**src/cwp_pkg.sv**
```systemverilog
// Shared constants and carrier types for the configuration write-protect block
package cwp_pkg;

  // Register bus geometry
  localparam int ADDR_W = 5;
  localparam int RDATA_W = 24;

  // Register addresses
  localparam logic [4:0] ADDR_CUR_SAMPLE = 5'h00;
  localparam logic [4:0] ADDR_V1_SAMPLE = 5'h01;
  localparam logic [4:0] ADDR_V2_SAMPLE = 5'h02;
  localparam logic [4:0] ADDR_MAIN_CFG = 5'h08;
  localparam logic [4:0] ADDR_INTF_CTRL = 5'h09;
  localparam logic [4:0] ADDR_WRITE_LOCK_KEY = 5'h0A;
  localparam logic [4:0] ADDR_SYNC_CAPTURE = 5'h0B;
  localparam logic [4:0] ADDR_SYNC_COUNT_LOW = 5'h0C;
  localparam logic [4:0] ADDR_SYNC_COUNT_HIGH = 5'h0D;
  localparam logic [4:0] ADDR_TEMP_OFFSET = 5'h10;
  localparam logic [4:0] ADDR_CHECKSUM = 5'h11;
  localparam logic [4:0] ADDR_FLAGS_A = 5'h12;
  localparam logic [4:0] ADDR_FLAGS_B = 5'h13;
  localparam logic [4:0] ADDR_FLAGS_AB = 5'h14;

  // Lock keys
  localparam logic [7:0] KEY_LOCK = 8'hCA;
  localparam logic [7:0] KEY_UNLOCK = 8'h9C;

  // Field positions
  localparam int RATE_LSB = 4;
  localparam int SOFT_RESET_BIT = 6;
  localparam int FA_RESET_ON_BIT = 0;
  localparam int FA_CRC_CHANGE_BIT = 1;
  localparam int FA_PROT_BIT = 2;
  localparam int FB_MISSED_BIT = 3;
  localparam int FB_RSVD_BIT = 7;

  // Reset values of writable registers
  localparam logic [7:0] MAIN_CFG_RST = 8'h00;
  localparam logic [7:0] INTF_CTRL_RST = 8'h00;

  // CRC engine
  localparam int CRC_STEPS = 64;
  localparam logic [15:0] CRC_POLY = 16'h1021;
  localparam logic [15:0] CRC_PRESET = 16'hFFFF;

  // Timing counts in input clock cycles
  localparam int DIV_W = 13;
  localparam logic [DIV_W-1:0] DIV_BASE = 13'h0200;
  localparam int RESET_CYCLES = 128;
  localparam int RST_CNT_W = 8;

  typedef struct packed {
    logic rd;
    logic wr;
    logic [ADDR_W-1:0] addr;
    logic [7:0] wdata;
  } cwp_req_t;

  typedef struct packed {
    logic [23:0] cur;
    logic [23:0] v1;
    logic [23:0] v2;
  } cwp_samples_t;

  typedef struct packed {
    logic busy;
    logic done;
    logic [5:0] cnt;
    logic [15:0] lfsr;
    logic [CRC_STEPS-1:0] bits;
  } cwp_crc_state_t;

  typedef struct packed {
    logic [7:0] main_cfg;
    logic [7:0] intf_ctrl;
    logic [7:0] sync_capture;
    logic [7:0] sync_count_low;
    logic [7:0] sync_count_high;
    logic [7:0] temp_offset_trim;
    logic [15:0] checksum;
    cwp_samples_t samples;
    logic locked;
    logic reset_on;
    logic crc_change_flag;
    logic protection_active_flag;
    logic data_missed_flag;
    logic [2:0] rd_seen;
    logic [DIV_W-1:0] div_cnt;
    logic [RST_CNT_W-1:0] rst_cnt;
    logic crc_start;
    logic cycle_tick;
    logic rd_valid;
    logic [RDATA_W-1:0] rd_data;
  } cwp_state_t;

  localparam cwp_state_t CWP_STATE_RST = '{
    main_cfg: MAIN_CFG_RST,
    intf_ctrl: INTF_CTRL_RST,
    reset_on: 1'b1,
    rst_cnt: 8'(RESET_CYCLES - 1),
    default: '0
  };

endpackage

```
**src/cwp_crc16.sv**
```systemverilog
// Serial CRC-16 engine, one input bit per clock
`timescale 1ns/100ps
module cwp_crc16
  import cwp_pkg::*;
(
  input wire logic i_clk_sys,
  input wire logic i_sys_rst,
  input wire logic i_start,
  input wire logic [CRC_STEPS-1:0] i_bits,
  output logic o_done,
  output logic [15:0] o_crc
);

  cwp_crc_state_t st_reg;
  cwp_crc_state_t st_next;
  logic fb;

  always_comb begin
    st_next = st_reg;
    st_next.done = 1'b0;
    fb = 1'b0;
    if (i_start) begin
      // A new start restarts any run in flight
      st_next.busy = 1'b1;
      st_next.cnt = '0;
      st_next.lfsr = CRC_PRESET;
      st_next.bits = i_bits;
    end else if (st_reg.busy) begin
      // Byte order low first, bits within a byte high first
      fb = st_reg.bits[{st_reg.cnt[5:3], ~st_reg.cnt[2:0]}] ^ st_reg.lfsr[15];
      st_next.lfsr = {st_reg.lfsr[14:0], 1'b0} ^ (fb ? CRC_POLY : 16'h0000);
      st_next.cnt = st_reg.cnt + 6'h01;
      if (st_reg.cnt == 6'(CRC_STEPS - 1)) begin
        st_next.busy = 1'b0;
        st_next.done = 1'b1;
      end
    end
  end

  always_ff @(posedge i_clk_sys) begin
    if (i_sys_rst) begin
      st_reg <= '0;
    end else begin
      st_reg <= st_next;
    end
  end

  assign o_done = st_reg.done;
  assign o_crc = st_reg.lfsr;
endmodule

```
**src/cwp_cfg_protect.sv**
```systemverilog
// Configuration write protection, configuration CRC and status flags
`timescale 1ns/100ps
// Summary of operation
// - Protection off after any reset
// - Locked: configuration writes are ignored
// - Reads always answered, locked or not
// - Key 0xCA to lock register locks
// - Key 0x9C to lock register unlocks
// - Internal configuration stays at defaults
// - Per output cycle CRC over configuration
// - 64 bits, low byte first, MSB first
// - CRC state preset to all ones
// - Feedback LFSR, 64 steps, store result
// - Checksum default follows factory temperature trim
// - Checksum change sets flag A bit 1
// - Reading flags A clears CRC flag
// - Lock sets A bit 2, cycle sets it again while locked
// - Reset-in-progress clears when reset ends
// - Unread samples in cycle set B bit 3
// - Both status registers readable in one read
// - Polynomial x16 + x12 + x5 + 1
// - Output cycle is clock over 512..4096
module cwp_cfg_protect
  import cwp_pkg::*;
(
  input wire logic i_clk_sys,
  input wire logic i_sys_rst,
  input wire logic [7:0] i_temp_trim,
  input wire cwp_samples_t i_samples,
  input wire cwp_req_t i_req,
  output logic o_rd_valid,
  output logic [RDATA_W-1:0] o_rd_data,
  output logic o_locked,
  output logic o_cycle_tick,
  output logic [7:0] o_flags_a,
  output logic [15:0] o_checksum
);

  cwp_state_t st_reg;
  cwp_state_t st_next;

  logic crc_done;
  logic [15:0] crc_val;
  logic [CRC_STEPS-1:0] crc_bits;
  logic [7:0] flags_a;
  logic [7:0] flags_b;
  logic [1:0] rate_sel;
  logic [DIV_W-1:0] div_last;
  logic tick;
  logic soft_reset;
  logic crc_rst;

  // Status register images
  always_comb begin
    flags_a = 8'h00;
    flags_a[FA_RESET_ON_BIT] = st_reg.reset_on;
    flags_a[FA_CRC_CHANGE_BIT] = st_reg.crc_change_flag;
    flags_a[FA_PROT_BIT] = st_reg.protection_active_flag;
    flags_b = 8'h00;
    flags_b[FB_MISSED_BIT] = st_reg.data_missed_flag;
    flags_b[FB_RSVD_BIT] = 1'b0;
  end

  // Covered bytes: config, interference control, trim, flag A bit 2, flag B bit 7
  always_comb begin
    crc_bits = '0;
    crc_bits[7:0] = st_reg.main_cfg;
    crc_bits[15:8] = st_reg.intf_ctrl;
    crc_bits[23:16] = st_reg.temp_offset_trim;
    crc_bits[24 + FA_PROT_BIT] = flags_a[FA_PROT_BIT];
    crc_bits[32 + FB_RSVD_BIT] = flags_b[FB_RSVD_BIT];
  end

  // Output cycle period from the sample-rate field
  always_comb begin
    rate_sel = st_reg.main_cfg[RATE_LSB +: 2];
    div_last = (DIV_BASE << rate_sel) - 13'h0001;
  end

  // Soft reset also abandons a checksum run in flight
  assign crc_rst = i_sys_rst || soft_reset;

  cwp_crc16 u_crc (
    .i_clk_sys(i_clk_sys),
    .i_sys_rst(crc_rst),
    .i_start(st_reg.crc_start),
    .i_bits(crc_bits),
    .o_done(crc_done),
    .o_crc(crc_val)
  );

  always_comb begin
    st_next = st_reg;
    st_next.rd_valid = 1'b0;
    st_next.crc_start = 1'b0;
    st_next.cycle_tick = 1'b0;
    tick = 1'b0;
    soft_reset = 1'b0;

    // Reset period, then free-running output cycle divider
    if (st_reg.reset_on) begin
      // Trim is captured every cycle of the reset period, held after it
      st_next.temp_offset_trim = i_temp_trim;
      if (st_reg.rst_cnt == 8'(RESET_CYCLES - 2)) begin
        st_next.crc_start = 1'b1;
      end
      if (st_reg.rst_cnt == '0) begin
        st_next.reset_on = 1'b0;
      end else begin
        st_next.rst_cnt = st_reg.rst_cnt - 8'h01;
      end
    end else if (st_reg.div_cnt >= div_last) begin
      // Compare by >= so a rate change to a shorter period cannot overrun
      st_next.div_cnt = '0;
      tick = 1'b1;
    end else begin
      st_next.div_cnt = st_reg.div_cnt + 13'h0001;
    end

    // Reads: clears first so that same-cycle events below win
    if (i_req.rd) begin
      st_next.rd_valid = 1'b1;
      case (i_req.addr)
        ADDR_CUR_SAMPLE: begin
          st_next.rd_data = st_reg.samples.cur;
          st_next.rd_seen[0] = 1'b1;
        end
        ADDR_V1_SAMPLE: begin
          st_next.rd_data = st_reg.samples.v1;
          st_next.rd_seen[1] = 1'b1;
        end
        ADDR_V2_SAMPLE: begin
          st_next.rd_data = st_reg.samples.v2;
          st_next.rd_seen[2] = 1'b1;
        end
        ADDR_MAIN_CFG: st_next.rd_data = {16'h0000, st_reg.main_cfg};
        ADDR_INTF_CTRL: st_next.rd_data = {16'h0000, st_reg.intf_ctrl};
        ADDR_SYNC_CAPTURE: st_next.rd_data = {16'h0000, st_reg.sync_capture};
        ADDR_SYNC_COUNT_LOW: st_next.rd_data = {16'h0000, st_reg.sync_count_low};
        ADDR_SYNC_COUNT_HIGH: st_next.rd_data = {16'h0000, st_reg.sync_count_high};
        ADDR_TEMP_OFFSET: st_next.rd_data = {16'h0000, st_reg.temp_offset_trim};
        ADDR_CHECKSUM: st_next.rd_data = {8'h00, st_reg.checksum};
        ADDR_FLAGS_A: begin
          st_next.rd_data = {16'h0000, flags_a};
          st_next.crc_change_flag = 1'b0;
          st_next.protection_active_flag = 1'b0;
        end
        ADDR_FLAGS_B: begin
          st_next.rd_data = {16'h0000, flags_b};
          st_next.data_missed_flag = 1'b0;
        end
        ADDR_FLAGS_AB: begin
          st_next.rd_data = {8'h00, flags_b, flags_a};
          st_next.crc_change_flag = 1'b0;
          st_next.protection_active_flag = 1'b0;
          st_next.data_missed_flag = 1'b0;
        end
        default: st_next.rd_data = '0;
      endcase
    end

    // Writes: the lock register is always open, the rest only while unlocked
    if (i_req.wr) begin
      if (i_req.addr == ADDR_WRITE_LOCK_KEY) begin
        if (i_req.wdata == KEY_LOCK) begin
          st_next.locked = 1'b1;
          st_next.protection_active_flag = 1'b1;
        end else if (i_req.wdata == KEY_UNLOCK) begin
          st_next.locked = 1'b0;
          st_next.protection_active_flag = 1'b0;
        end
        // Any other value leaves the lock as it is
      end else if (!st_reg.locked) begin
        case (i_req.addr)
          ADDR_MAIN_CFG: begin
            st_next.main_cfg = i_req.wdata;
            st_next.main_cfg[SOFT_RESET_BIT] = 1'b0;
            soft_reset = i_req.wdata[SOFT_RESET_BIT];
          end
          ADDR_INTF_CTRL: st_next.intf_ctrl = i_req.wdata;
          ADDR_SYNC_CAPTURE: st_next.sync_capture = i_req.wdata;
          ADDR_SYNC_COUNT_LOW: st_next.sync_count_low = i_req.wdata;
          ADDR_SYNC_COUNT_HIGH: st_next.sync_count_high = i_req.wdata;
          // Internal and read-only locations have no write path
          default: st_next.rd_seen = st_next.rd_seen;
        endcase
      end
    end

    // Output cycle events
    if (tick) begin
      st_next.cycle_tick = 1'b1;
      st_next.samples = i_samples;
      st_next.crc_start = 1'b1;
      st_next.rd_seen = 3'b000;
      if (st_reg.rd_seen != 3'b111) begin
        st_next.data_missed_flag = 1'b1;
      end
      if (st_reg.locked) begin
        st_next.protection_active_flag = 1'b1;
      end
    end

    // New checksum; the load inside the reset period is the silent default
    if (crc_done) begin
      st_next.checksum = crc_val;
      if (!st_reg.reset_on && crc_val != st_reg.checksum) begin
        st_next.crc_change_flag = 1'b1;
      end
    end

    // Software reset restarts the whole block, protection included
    if (soft_reset) begin
      st_next = CWP_STATE_RST;
    end
  end

  always_ff @(posedge i_clk_sys) begin
    if (i_sys_rst) begin
      st_reg <= CWP_STATE_RST;
    end else begin
      st_reg <= st_next;
    end
  end

  assign o_rd_valid = st_reg.rd_valid;
  assign o_rd_data = st_reg.rd_data;
  assign o_locked = st_reg.locked;
  assign o_cycle_tick = st_reg.cycle_tick;
  assign o_flags_a = {5'b00000, st_reg.protection_active_flag, st_reg.crc_change_flag, st_reg.reset_on};
  assign o_checksum = st_reg.checksum;
endmodule

```
**config.mk**
```make
export PLATFORM = sky130hd
export DESIGN_NAME = cwp_cfg_protect
export DESIGN_NICKNAME = d
export VERILOG_FILES = /design/src/cwp_pkg.sv /design/src/cwp_crc16.sv /design/src/cwp_cfg_protect.sv
export SDC_FILE = /design/constraint.sdc
export NUM_CORES = 1
export LEC_CHECK = 0
export CAP_MARGIN = 20
export CORE_AREA = 8 8 154 156
export DETAILED_ROUTE_END_ITERATION = 12
export DIE_AREA = 0 0 162 164
export DONT_BUFFER_PORTS = 1
export PLACE_DENSITY = 0.7
export SYNTH_ARGS = -nofsm -noshare
export SYNTH_HDL_FRONTEND = slang
export SYNTH_SLANG_ARGS = --single-unit
```
**constraint.sdc**
```tcl
create_clock -name i_clk_sys -period 3 [get_ports i_clk_sys]
set_input_delay 0.3 -clock i_clk_sys [delete_from_list [all_inputs] [get_ports i_clk_sys]]
set_output_delay 0.3 -clock i_clk_sys [all_outputs]
set_load 0.01 [all_outputs]
```
---- Yosys cells after proc, flatten, opt, wreduce, memory -nomap -nowiden ----
Cells that the tools add are included.
word-level totals
  register bits after elaboration ......... 239
  logic and storage cells ................. 123
operators by class
  shifts and indexed selects .............. 1
  reductions and logical operators ........ 23
  $lt $le $gt $ge ......................... 2
  muxes and demuxes ....................... 38
  add/subtract/negate cells ............... 4
  bitwise gates (word level) .............. 7
  equal/unequal tests ..................... 19
operators with widths
  operator                                                                       count
  24-bit one-hot mux with 13 select lines                                        1
  5-bit by 4-bit == test with 1-bit output (second input constant)               6
  1-bit two-way mux                                                              26
  13-bit two-way mux                                                             2
  5-bit == test (second input constant)                                          5
  25-bit two-way mux                                                             1
  24-bit two-way mux                                                             1
  4-bit AND reduction                                                            5
  8-bit == test (second input constant)                                          2
  16-bit two-way mux                                                             1
  16-bit != test                                                                 1
  16-bit XOR                                                                     1
  13-bit by 1-bit adder with 13-bit output (second input constant)               1
  13-bit >= comparator                                                           1
  10-bit by 2-bit << shifter with 13-bit output (first input constant)           1
  13-bit by 1-bit subtractor with 13-bit output (second input constant)          1
  8-bit by 7-bit == test with 1-bit output (second input constant)               1
  8-bit zero test                                                                1
  2-bit AND reduction                                                            4
  2-bit OR reduction                                                             4
  8-bit by 1-bit subtractor with 8-bit output (second input constant)            1
  6-bit by 7-bit less-than comparator with 1-bit output (second input constant)  1
  6-bit by 1-bit adder with 6-bit output (second input constant)                 1
  1-bit binary-select mux with 6-bit select                                      1
  17 further kinds                                                               24

---- Longest topological paths before layout ----
Gate-level depths: netlist of the first run.
  depth after elaboration ................. 10
  gate-level depth with buffers ........... 10
  gate-level depth less buffers ........... 8

---- Hierarchy ----
From an unflattened synthesis of the first run, not the netlist that was laid out.
unflattened totals
  cell total of the unflattened synthesis .. 1437
  area total of the unflattened synthesis .. 13006.2 sq um
by module, submodules not included
  module           seq. area each (sq um)  instances  area each (sq um)  cells each
  cwp_cfg_protect  3823.7                  1          9054.9             1040
  cwp_crc16        1761.7                  1          3951.3             397

---- Worst setup path before layout of the first run ----
Ideal clock, no wire load.
  path kind ............................... register to register
  from .................................... reg u_crc.st_reg[80] in the netlist's numbering
  to ...................................... reg u_crc.st_reg (netlist bit u_crc.o_crc[12])
  stages on the path, launching flop included .. 9
  clock period less this slack ............ 2.087 ns
  setup slack ............................. 0.913 ns
  arrival ................................. 1.955 ns
  path through ............................ dfxtp_1 > buf_6 > mux4_2 > mux2_4 > nor3b_4 > a2111oi_4 > xnor2_2 > mux2i_1 > nor3_1
between the ends
  word-level cells in the longest chain between the ends .. 8
ends and longest elaborated chain
  element                                    line             text
  start, declared                            cwp_crc16.sv:14  cwp_crc_state_t st_reg;
  start signal, assigned                     cwp_crc16.sv:44  st_reg <= st_next;
  3-bit inverter                             cwp_crc16.sv:30  fb = st_reg.bits[{st_reg.cnt[5:3], ~st_reg.cnt[2:0]}] ^ st_reg.lfsr[15];
  1-bit binary-select mux with 6-bit select  cwp_crc16.sv:30
  1-bit two-way mux (not written as such)    cwp_crc16.sv:30
  1-bit XOR                                  cwp_crc16.sv:30
  13-bit two-way mux                         cwp_crc16.sv:31  st_next.lfsr = {st_reg.lfsr[14:0], 1'b0} ^ (fb ? CRC_POLY : 16'h0000);
  16-bit XOR                                 cwp_crc16.sv:31
  24-bit two-way mux                         cwp_crc16.sv:28  end else if (st_reg.busy) begin
  16-bit two-way mux                         cwp_crc16.sv:22  if (i_start) begin
Every way passes these cells. The select of a mux whose other input is x is not followed.
A chain may end at the register's enable or synchronous reset.

---- Final worst setup path of the first run ----
  from .................................... reg st_reg (netlist bit crc_bits[5])
  to ...................................... reg st_reg[92] in the netlist's numbering
between the ends
  word-level cells in the longest chain between the ends .. 5
ends and longest elaborated chain
  element                                        line                    text
  start, declared                                cwp_cfg_protect.sv:39   cwp_state_t st_reg;
  start signal, assigned                         cwp_cfg_protect.sv:222  st_reg <= st_next;
  10-bit by 2-bit << shifter with 13-bit output  cwp_cfg_protect.sv:77   div_last = (DIV_BASE << rate_sel) - 13'h0001;
  13-bit by 1-bit subtractor with 13-bit output  cwp_cfg_protect.sv:77
  13-bit >= comparator                           cwp_cfg_protect.sv:112  end else if (st_reg.div_cnt >= div_last) begin
  1-bit two-way mux                              cwp_cfg_protect.sv:112
  1-bit two-way mux                              cwp_cfg_protect.sv:101  if (st_reg.reset_on) begin
Every way passes these cells.

==> out/qor.csv, run 1 <==
stage,metric,value,unit
cells_and_area,most-common-layout-cells,"dfxtp_1 (238), nand2_1 (197), nor2_1 (152), a21oi_1 (136), dlygate4sd3_1 (89)",
timing,grt_setup_unrepaired,false,
critical_path,crit_path_max_fanout,68,
worst_hold_path,hold_class,in2reg,
timing,setup_failing_eps_final,0,
power,internal_power,5.15,mW
global_route,top_usage_layer,met2,
cells_and_area,syn_to_final_growth,15.4,%
critical_path,startpoint_class_of_the_critical_path,flop,
place,place_congestion,0.849,
power,power.sequential.fraction,49.1,%
yosys,synth_edf_count,0,
die,vert_die_dim,164,um
route,drc_violations_left,0,
route,postRouteAntennaNets,0,
timing,timing.final.hold_violations,0,
route,via_count,8830,
die,die_area,26600,sq um
die,initial_core_util,48.8,%
timing,clock.fmax,377,MHz
cells_and_area,drive_gt1_share,6.12,%
cells_and_area,total_area_of_multi_input_combinational_cells,4940,sq um
cells_and_area,layout.nets,1331,
critical_path,crit_type,reg2reg,
global_route,grt_use_met1,27.6,%
yosys,synth.avg_cell_area,8.61,sq um
timing,fin_crit_period,2.65,ns
clock_network,post_cts_buffers,0,
cells_and_area,largest_register_ffs,121,
timing,maxSlewViolCount,0,
global_route,overall_overflow_remaining_after_global_route,0,
route,viasPerCell,5.79,
global_route,grtUsageMet2,36.4,%
die,core.rowCount,54,
status,run_status,completed,
critical_path,crit_path_dat,3.09,ns
yosys,postSynthCellCount,1210,
critical_path,critical_path.endpoint_type,flop,
global_route,first_global_vias,8508,
run,drv.max_cap_violation_count,0,
timing,whs,0.0399,ns
cells_and_area,layoutNonFillerInstCount,1525,
timing,skew,0.00696,ns
yosys,yosys_register_bits,239,
power,netSwitchingPower,1.52,mW
route,firstDrtPassIters,6,
clock_network,ctsHtreeMaxLevel,1,
power,share_comb_of_total_power,6.0,%
yosys,fraction_of_the_yosys_area_taken_by_sequential_cells,45.9,%
clock_network,cts_root_buffer_type,clkbuf_16,
route,routed_wl,30.5,mm
place,dp_hpwl,20.1,mm
place,numPlacedInstances,1389,
power,switching_share,22.8,%
yosys,netlist_area,10400,sq um
critical_path,critical_path_required,3.44,ns
power,leakagePower,4.39,nW
die,die_w,162,um
yosys,synth_warnings,0,
power,power.clock.fraction,44.9,%
route,dr.first_iter.drc_count,839,
timing,worst_slew_pin_slew,1.06,ns
global_route,grt_pass1_wl,47.3,mm
yosys,synth.distinct_cells,57,
timing,finalSetupTns,0,ns
clock_network,tritoncts_clock_tree,yes,
global_route,grt_start_max_net_pins,86,
global_route,met3_usage,5.71,%
clock_network,cts_clk_pin_slew_worst_paths,0.06,ns
route,routed_wire_length_per_instance,20.0,um
global_route,antenna_found_initial,4,
timing,timing.final.crit_share,88.4,%
place,place.port_buffers,0,
clock_network,clk_latency,0.52,ns
timing,max-slew-margin-rel,29.4,%
die,i_o_pins,148,
cells_and_area,sequential_standard_cell_area,4790,sq um
clock_network,cts_buffers,25,
yosys,postSynth.asyncResetShare,0,%
clock_network,cts_num_sinks,239,
cells_and_area,layout.cells.most_common,dfxtp_1,
cells_and_area,fillers,1917,
power,power_density,554,nW/um^2
power,power.ir.vdd_worst,0.444,mV
clock_network,clock_path_buffers,3,
global_route,grt.total_usage,22.2,%
yosys,synth_top_flop_cell,dfxtp_1,
die,placeableCoreArea,21400,sq um
==> per-layer routing <==
metal,vias to the layer above,wire length (um)
met5,-,22
met4,4,979
met3,81,2840
met2,405,14500
met1,4187,12200
li1,4153,-
==> through the flow <==
step	area (sq um)	util (%)	power, mW	worst slack [ns]
global placement	10300	48.5	3.62	0.484
finish	12000	56.3	6.66	0.347
CTS	12000	56.3	6.70	0.402
detailed placement	10300	48.5	3.62	0.444
floorplan	10400	-	3.55	0.913
global route	12000	56.3	6.88	0.158
==> worst max-delay path, stage by stage, from the launching register on <==
cell and delay (ns):
dfxtp_1 0.43, nor2_1 0.07, ha_1 0.27, a41o_1 0.14, a21oi_1 0.06, o21ai_0 0.56, and2_2 0.39, buf_12 0.30
nand2_1 0.12, a21oi_1 0.18
==> synth_stat cells, types with 2 or more instances <==
cell      instances  area, sq um
nor3_2            3         30.0
and2_1           16          100
clkbuf_1         59          221
a21o_1            4         30.0
nand4_1           7         43.8
nor4_1            7         43.8
a211oi_1         15          113
dfxtp_1         239         4780
inv_1             8         30.0
or3_1            10         62.6
nor3_1            6         30.0
nand2b_1          3         18.8
nor2b_1           4         25.0
xnor2_1           8         70.1
buf_6             2         22.5
a22o_1           10         87.6
o21ai_0          10         50.1
a21oi_1         136          681
and3_1           13         81.3
xor2_1           27          236
conb_1            2         7.51
buf_4            48          360
buf_2            20          100
a22oi_1          31          233
ha_1              9          113
nand2_1         198          743
nand3_1          29          145
a221oi_1         10         87.6
mux4_1            3         78.8
mux2i_1          78          781
a31oi_1           6         37.5
mux4_2            2         45.0
nor2_1          153          574
a222oi_1         11          110
==> kinds of logic after synthesis <==
kind of cell | after synthesis | synth area share (%)
fa+ha+maj | 9 | 1.08
other cells | 2 | 0.0721
compound gates | 243 | 14.7
buf+inv | 138 | 7.09
flops | 239 | 45.9
xor+xnor | 36 | 3.10
mux | 84 | 8.83
simple gates | 459 | 19.2
==> path summary, 6_finish.rpt <==
kind	from	to	slack, ns	cells after the start
setup reg to reg	crc_bits[5]	st_reg[92]	0.35	9
hold reg to reg	st_reg[96]	st_reg[96]	0.45	2
hold / removal	i_req[6]	o_flags_a[2]	0.04	3
setup / recovery	crc_bits[5]	st_reg[92]	0.35	9
==> final cells by class <==
cell class / count / area share (%)
diodes: 3 / 0.0624
clock inverters: 4 / 0.406
multi-input cells: 837 / 41.1
flip-flops and latches: 239 / 39.8
well taps: 280 / 2.91
repair buffers: 113 / 9.32
inverters: 9 / 0.281
clock buffers: 40 / 6.09
==> power groups by stage <==
stage / combinational [mW] / clock, mW / sequential [mW]
after global placement: 0.277 / 0 / 3.34
after global routing: 0.428 / 3.17 / 3.28
after detailed placement: 0.282 / 0 / 3.34
after CTS: 0.395 / 3.03 / 3.27
final: 0.399 / 2.99 / 3.27
after floorplan: 0.233 / 0 / 3.32
==> repair_timing <==
action                                 4_1_cts  5_1_grt
endpoints found under the hold margin      124        0
resized for setup                            0        0
hold buffers                                89        0
(Power assumes the default switching activity.)
==> run 2: changes to the inputs <==
==> constraint.sdc (replaced) <==
create_clock -name i_clk_sys -period 3 [get_ports i_clk_sys]
set_input_delay 0.6 -clock i_clk_sys [delete_from_list [all_inputs] [get_ports i_clk_sys]]
set_output_delay 0.6 -clock i_clk_sys [all_outputs]
set_load 0.01 [all_outputs]
==> run 2 against run 1 <==
- sequential share of layout area grew 2.6 points
- cell area decreased by 6.1%
- global-route usage is 1.5 points lower
- core utilization decreased by 3.4 points
- critical endpoint is now u_crc.o_crc[12]
==> out/qor.csv, run 2 (synthesized netlist as in run 1, its figures left out) <==
stage,metric,value,unit
power,power.ir.vdd_worst,0.434,mV
route,routed_wl,28.9,mm
die,initial_core_util,48.8,%
critical_path,crit_type,reg2reg,
route,drc_violations_left,0,
route,detail_route_met2_wl,13.6,mm
cells_and_area,layout.nets,1251,
die,die_area,26600,sq um
global_route,first_global_vias,7778,
global_route,grt.total_usage,20.7,%
clock_network,clock_path_buffers,3,
place,numPlacedInstances,1397,
power,netSwitchingPower,1.50,mW
power,leakagePower,4.11,nW
global_route,grt_start_max_net_pins,112,
critical_path,startpoint_class_of_the_critical_path,flop,
power,power.clock.fraction,47.1,%
critical_path,crit_path_max_fanout,10,
timing,finalSetupTns,0,ns
route,routed_wire_length_per_instance,20.0,um
clock_network,cts_num_sinks,239,
clock_network,tritoncts_clock_tree,yes,
critical_path,critical_path_required,3.40,ns
worst_hold_path,holdCritStartpoint,i_samples[4],
timing,timing.final.crit_share,79.0,%
die,die_w,162,um
clock_network,post_cts_hold_buffer_count,0,
route,dr.first_iter.drc_count,773,
cells_and_area,layoutNonFillerInstCount,1443,
clock_network,cts_clk_pin_slew_worst_paths,0.06,ns
cells_and_area,syn_to_final_growth,8.37,%
cells_and_area,largest_register_ffs,121,
die,vert_die_dim,164,um
critical_path,worst_r2r_startpoint,u_crc.st_reg[80],
power,total_power,6.72,mW
power,power.sequential.fraction,48.7,%
critical_path,cp_slowest_stage_delay,0.59,ns
critical_path,crit_slowest_cell,dfxtp_1,
status,run_status,completed,
global_route,antenna_found_initial,0,
route,postRouteAntennaNets,0,
clock_network,cts_buffers,26,
place,place_congestion,0.909,
place,place.port_buffers,0,
timing,maxSlewViolCount,0,
run,drv.max_cap_violation_count,0,
route,firstDrtPassIters,5,
timing,clock.fmax,422,MHz
power,switching_share,22.4,%
route,wl_met3,2.35,mm
route,viasPerCell,5.79,
timing,skew,0.00848,ns
global_route,overall_overflow_remaining_after_global_route,0,
route,topRoutingLayerUsed,met4,
power,power_density,595,nW/um^2
cells_and_area,drive_gt1_share,7.65,%
critical_path,start_point_of_the_critical_path,u_crc.st_reg[80],
clock_network,cts_repair_resize_count,0,
timing,setup_failing_eps_final,0,
clock_network,ctsHtreeMaxLevel,1,
timing,grt_setup_unrepaired,false,
clock_network,cts_root_buffer_type,clkbuf_16,
die,placeableCoreArea,21400,sq um
critical_path,path_cells,mux4_2 > mux2_4 > nor3b_4 > a2111oi_4 > xnor2_2 > mux2i_1 > nor3_1,
power,share_comb_of_total_power,4.2,%
worst_hold_path,hold_class,in2reg,
critical_path,critical_path.endpoint_type,flop,
clock_network,clk_latency,0.53,ns
die,i_o_pins,148,
timing,worst_slew_pin_slew,1.05,ns
cells_and_area,layout.cells.most_common,dfxtp_1,
cells_and_area,most-common-layout-cells,"dfxtp_1 (238), nand2_1 (197), nor2_1 (152), a21oi_1 (136), mux2i_1 (78)",
global_route,grt_pass1_wl,44.0,mm
timing,max-slew-margin-rel,29.8,%
timing,whs,0.203,ns
cells_and_area,antennaDiodeCount,0,
clock_network,post_cts_buffers,0,
route,via_count,8351,
place,dp_hpwl,20.0,mm
die,core.rowCount,54,
power,internal_power,5.22,mW
timing,fin_crit_period,2.37,ns
route,met1_length,12.2,mm
critical_path,crit_path_dat,2.77,ns
timing,timing.final.hold_violations,0,
run 2: changes by cell type in the layout (fill, tap and decap cells not counted):
| cell | change |
|---|---|
| dlygate4sd3_1 | -89 |
| buf_4 | +5 |
| buf_12 | +3 |
| clkbuf_1 | -3 |
| diode_2 | -3 |
| clkbuf_16 | +2 |
| clkbuf_8 | +2 |
| clkinv_2 | +2 |
| clkinv_4 | -1 |
run 2: through the flow:
stage | setup WS (ns) | utilization [%] | cell area, sq um
global route | 0.448 | 52.9 | 11300
detailed placement | 0.564 | 48.9 | 10400
floorplan | 0.819 | - | 10400
finish | 0.630 | 52.9 | 11300
global placement | 0.600 | 48.9 | 10400
CTS | 0.622 | 52.9 | 11300
run 2: final timing paths:
check | cells after the start | end | slack [ns]
worst max register to register | 7 | u_crc.o_crc[12] | 0.63
worst min-delay path | 2 | st_reg[60] | 0.20
worst min register to register | 2 | st_reg[114] | 0.45
worst max-delay path | 7 | u_crc.o_crc[12] | 0.63
run 2: power groups by stage:
| stage | logic, mW | clock network (mW) | registers [mW] |
|---|---|---|---|
| finish | 0.281 | 3.17 | 3.27 |
| global route | 0.306 | 3.33 | 3.28 |
| CTS | 0.279 | 3.21 | 3.27 |
| detailed placement | 0.277 | 0 | 3.34 |
| global placement | 0.275 | 0 | 3.34 |
| floorplan | 0.233 | 0 | 3.32 |
run 2: critical path: cells and delay by family (launching register included):
kind	cells	cell delay, ns
simple gates	2	0.27
compound gates	1	0.07
xor+xnor	1	0.24
mux	3	1.06
flops	1	0.59
run 2: layout make-up:
cell class | count | area (sq um)
multi-input cells | 837 | 4940
clock inverters | 5 | 50.0
fillers | 2026 | 10100
flip-flops and latches | 239 | 4790
clock buffers | 41 | 798
inverters | 9 | 33.8
repair buffers | 32 | 328
well taps | 280 | 350
run 2: routing by layer:
metal | vias up | global-route usage [%]
met5 | - | 0
met4 | 0 | 5.68
met3 | 51 | 4.51
met2 | 281 | 33.4
met1 | 4026 | 27.4
li1 | 3993 | -
==> run 3: changes to the inputs <==
clock period = 2.27 ns   (was 3 ns; I/O delays follow)
==> run 3 against run 2 <==
- sequential share of layout area shrank 0.34 points
- cell area grew 0.84%
- count of clock-buffer cells in the layout shrank 3
- global-route usage grew 0.33 points
- register-to-register slack lost 0.47 ns
- via count grew 0.69%
- core utilization grew 0.45 points
- critical endpoint is now u_crc.o_crc[5]
- largest cell class unchanged
- highest routed layer unchanged
==> out/qor.csv, run 3 (synthesized netlist as in run 1, its figures left out) <==
stage,metric,value,unit
global_route,grt.total_usage,21.0,%
power,power_density,772,nW/um^2
critical_path,crit_type,reg2reg,
timing,maxSlewViolCount,0,
timing,fin_crit_period,2.11,ns
die,vert_die_dim,164,um
critical_path,cp_slowest_stage_delay,0.51,ns
critical_path,startpoint_class_of_the_critical_path,flop,
cells_and_area,layout.nets,1265,
critical_path,critical_path.endpoint_type,flop,
timing,timing.final.crit_share,92.9,%
place,numPlacedInstances,1411,
place,dp_hpwl,20.5,mm
global_route,antenna_found_initial,0,
place,place_congestion,0.842,
clock_network,post_cts_buffers,0,
route,routed_wire_length_per_instance,19.8,um
cells_and_area,drive_gt1_share,8.77,%
timing,whs,0.0572,ns
cells_and_area,finalInstanceArea,11400,sq um
timing,worst_slew_pin_slew,0.602,ns
cells_and_area,fillers,1975,
clock_network,cts_num_sinks,239,
cells_and_area,syn_to_final_growth,9.28,%
timing,timing.final.hold_violations,0,
timing,clock.fmax,474,MHz
worst_hold_path,hold_class,in2reg,
cells_and_area,sequential_standard_cell_area,4790,sq um
critical_path,crit_slowest_cell,mux4_2,
clock_network,clock_path_buffers,3,
global_route,grt_pass1_wl,44.8,mm
route,viasPerCell,5.78,
power,total_power,8.78,mW
critical_path,path_cells,mux4_2 > mux2_4 > nor3b_4 > a2111oi_4 > xnor2_2 > mux2i_1 > nor3_1,
die,die_w,162,um
timing,finalSetupTns,0,ns
cells_and_area,largest_register_ffs,121,
timing,max-slew-margin-rel,59.8,%
global_route,first_global_vias,8000,
clock_network,ctsHtreeMaxLevel,1,
cells_and_area,total_area_of_multi_input_combinational_cells,4940,sq um
place,placed_area,10600,sq um
route,firstDrtPassIters,5,
timing,setup_failing_eps_final,0,
die,core.rowCount,54,
clock_network,cts_clk_pin_slew_worst_paths,0.06,ns
timing,skew,0.00874,ns
clock_network,cts_buffers,26,
cells_and_area,layout.cells.most_common,dfxtp_1,
die,i_o_pins,148,
cells_and_area,antennaDiodeCount,0,
critical_path,crit_path_max_fanout,6,
cells_and_area,final_core_util,53.3,%
die,placeableCoreArea,21400,sq um
global_route,overall_overflow_remaining_after_global_route,0,
power,leakagePower,4.18,nW
cells_and_area,most-common-layout-cells,"dfxtp_1 (237), nand2_1 (197), nor2_1 (152), a21oi_1 (136), mux2i_1 (78)",
critical_path,critical_path_required,2.67,ns
die,die_area,26600,sq um
cells_and_area,layoutNonFillerInstCount,1455,
power,power.ir.vdd_worst,0.561,mV
clock_network,clk_latency,0.53,ns
clock_network,post_cts_hold_buffer_count,0,
status,run_status,completed,
critical_path,crit_path_dat,2.51,ns
route,postRouteAntennaNets,0,
route,drc_violations_left,0,
clock_network,tritoncts_clock_tree,yes,
die,initial_core_util,48.8,%
clock_network,cts_root_buffer_type,clkbuf_16,
place,place.port_buffers,0,
run,drv.max_cap_violation_count,0,
global_route,grt_start_max_net_pins,74,
route,via_count,8409,
route,routed_wl,28.8,mm
timing,final.setup.worst_slack,0.161,ns
route,dr.first_iter.drc_count,721,
timing,grt_setup_unrepaired,false,
place,place_ws,0.0533,ns
==> run 3: cell types whose count changed in the layout (fill, tap and decap cells not counted), sizes merged <==
cell and change:
buf +14, clkbuf -3, clkinvlp +1
==> run 3: final timing paths <==
path                                  startpoint              to  slack [ns]  cells past startpoint
worst max-delay path            u_crc.st_reg[80]  u_crc.o_crc[5]        0.16                      7
worst min-delay path                    i_req[6]        o_locked        0.06                      2
worst max register to register  u_crc.st_reg[80]  u_crc.o_crc[5]        0.16                      7
worst min register to register        st_reg[96]      st_reg[96]        0.45                      2
==> run 3: cell type report <==
cell class	count	share of cell area (%)
flip-flops and latches	239	42.0
clock buffers	38	6.74
multi-input cells	837	43.4
clock inverters	6	0.505
well taps	280	3.08
inverters	9	0.297
repair buffers	46	3.91
==> run 3: power by group <==
group / switching [mW] / internal [mW]
clock network: 1.64 / 2.43
registers: 0.0750 / 4.25
logic: 0.237 / 0.152
==> run 3: what timing repair did <==
| item | 4_1_cts | 5_1_grt |
|---|---|---|
| resized for setup | 0 | 2 |
| setup endpoints to repair | 0 | 52 |
| hold endpoints to repair | 0 | 0 |
==> run 3: routing by layer <==
layer / global-route usage (%) / part of all wire, %
met1: 28.1 / 43
met2: 32.9 / 45
met3: 4.76 / 8.3
met4: 7.24 / 3.0
met5: 0 / 0
==> run 3: critical path, delay by kind of cell (launching register included) <==
| family | cells | cell delay [ns] |
|---|---|---|
| mux | 3 | 1.02 |
| flops | 1 | 0.41 |
| xor+xnor | 1 | 0.23 |
| compound gates | 1 | 0.06 |
| simple gates | 2 | 0.27 |
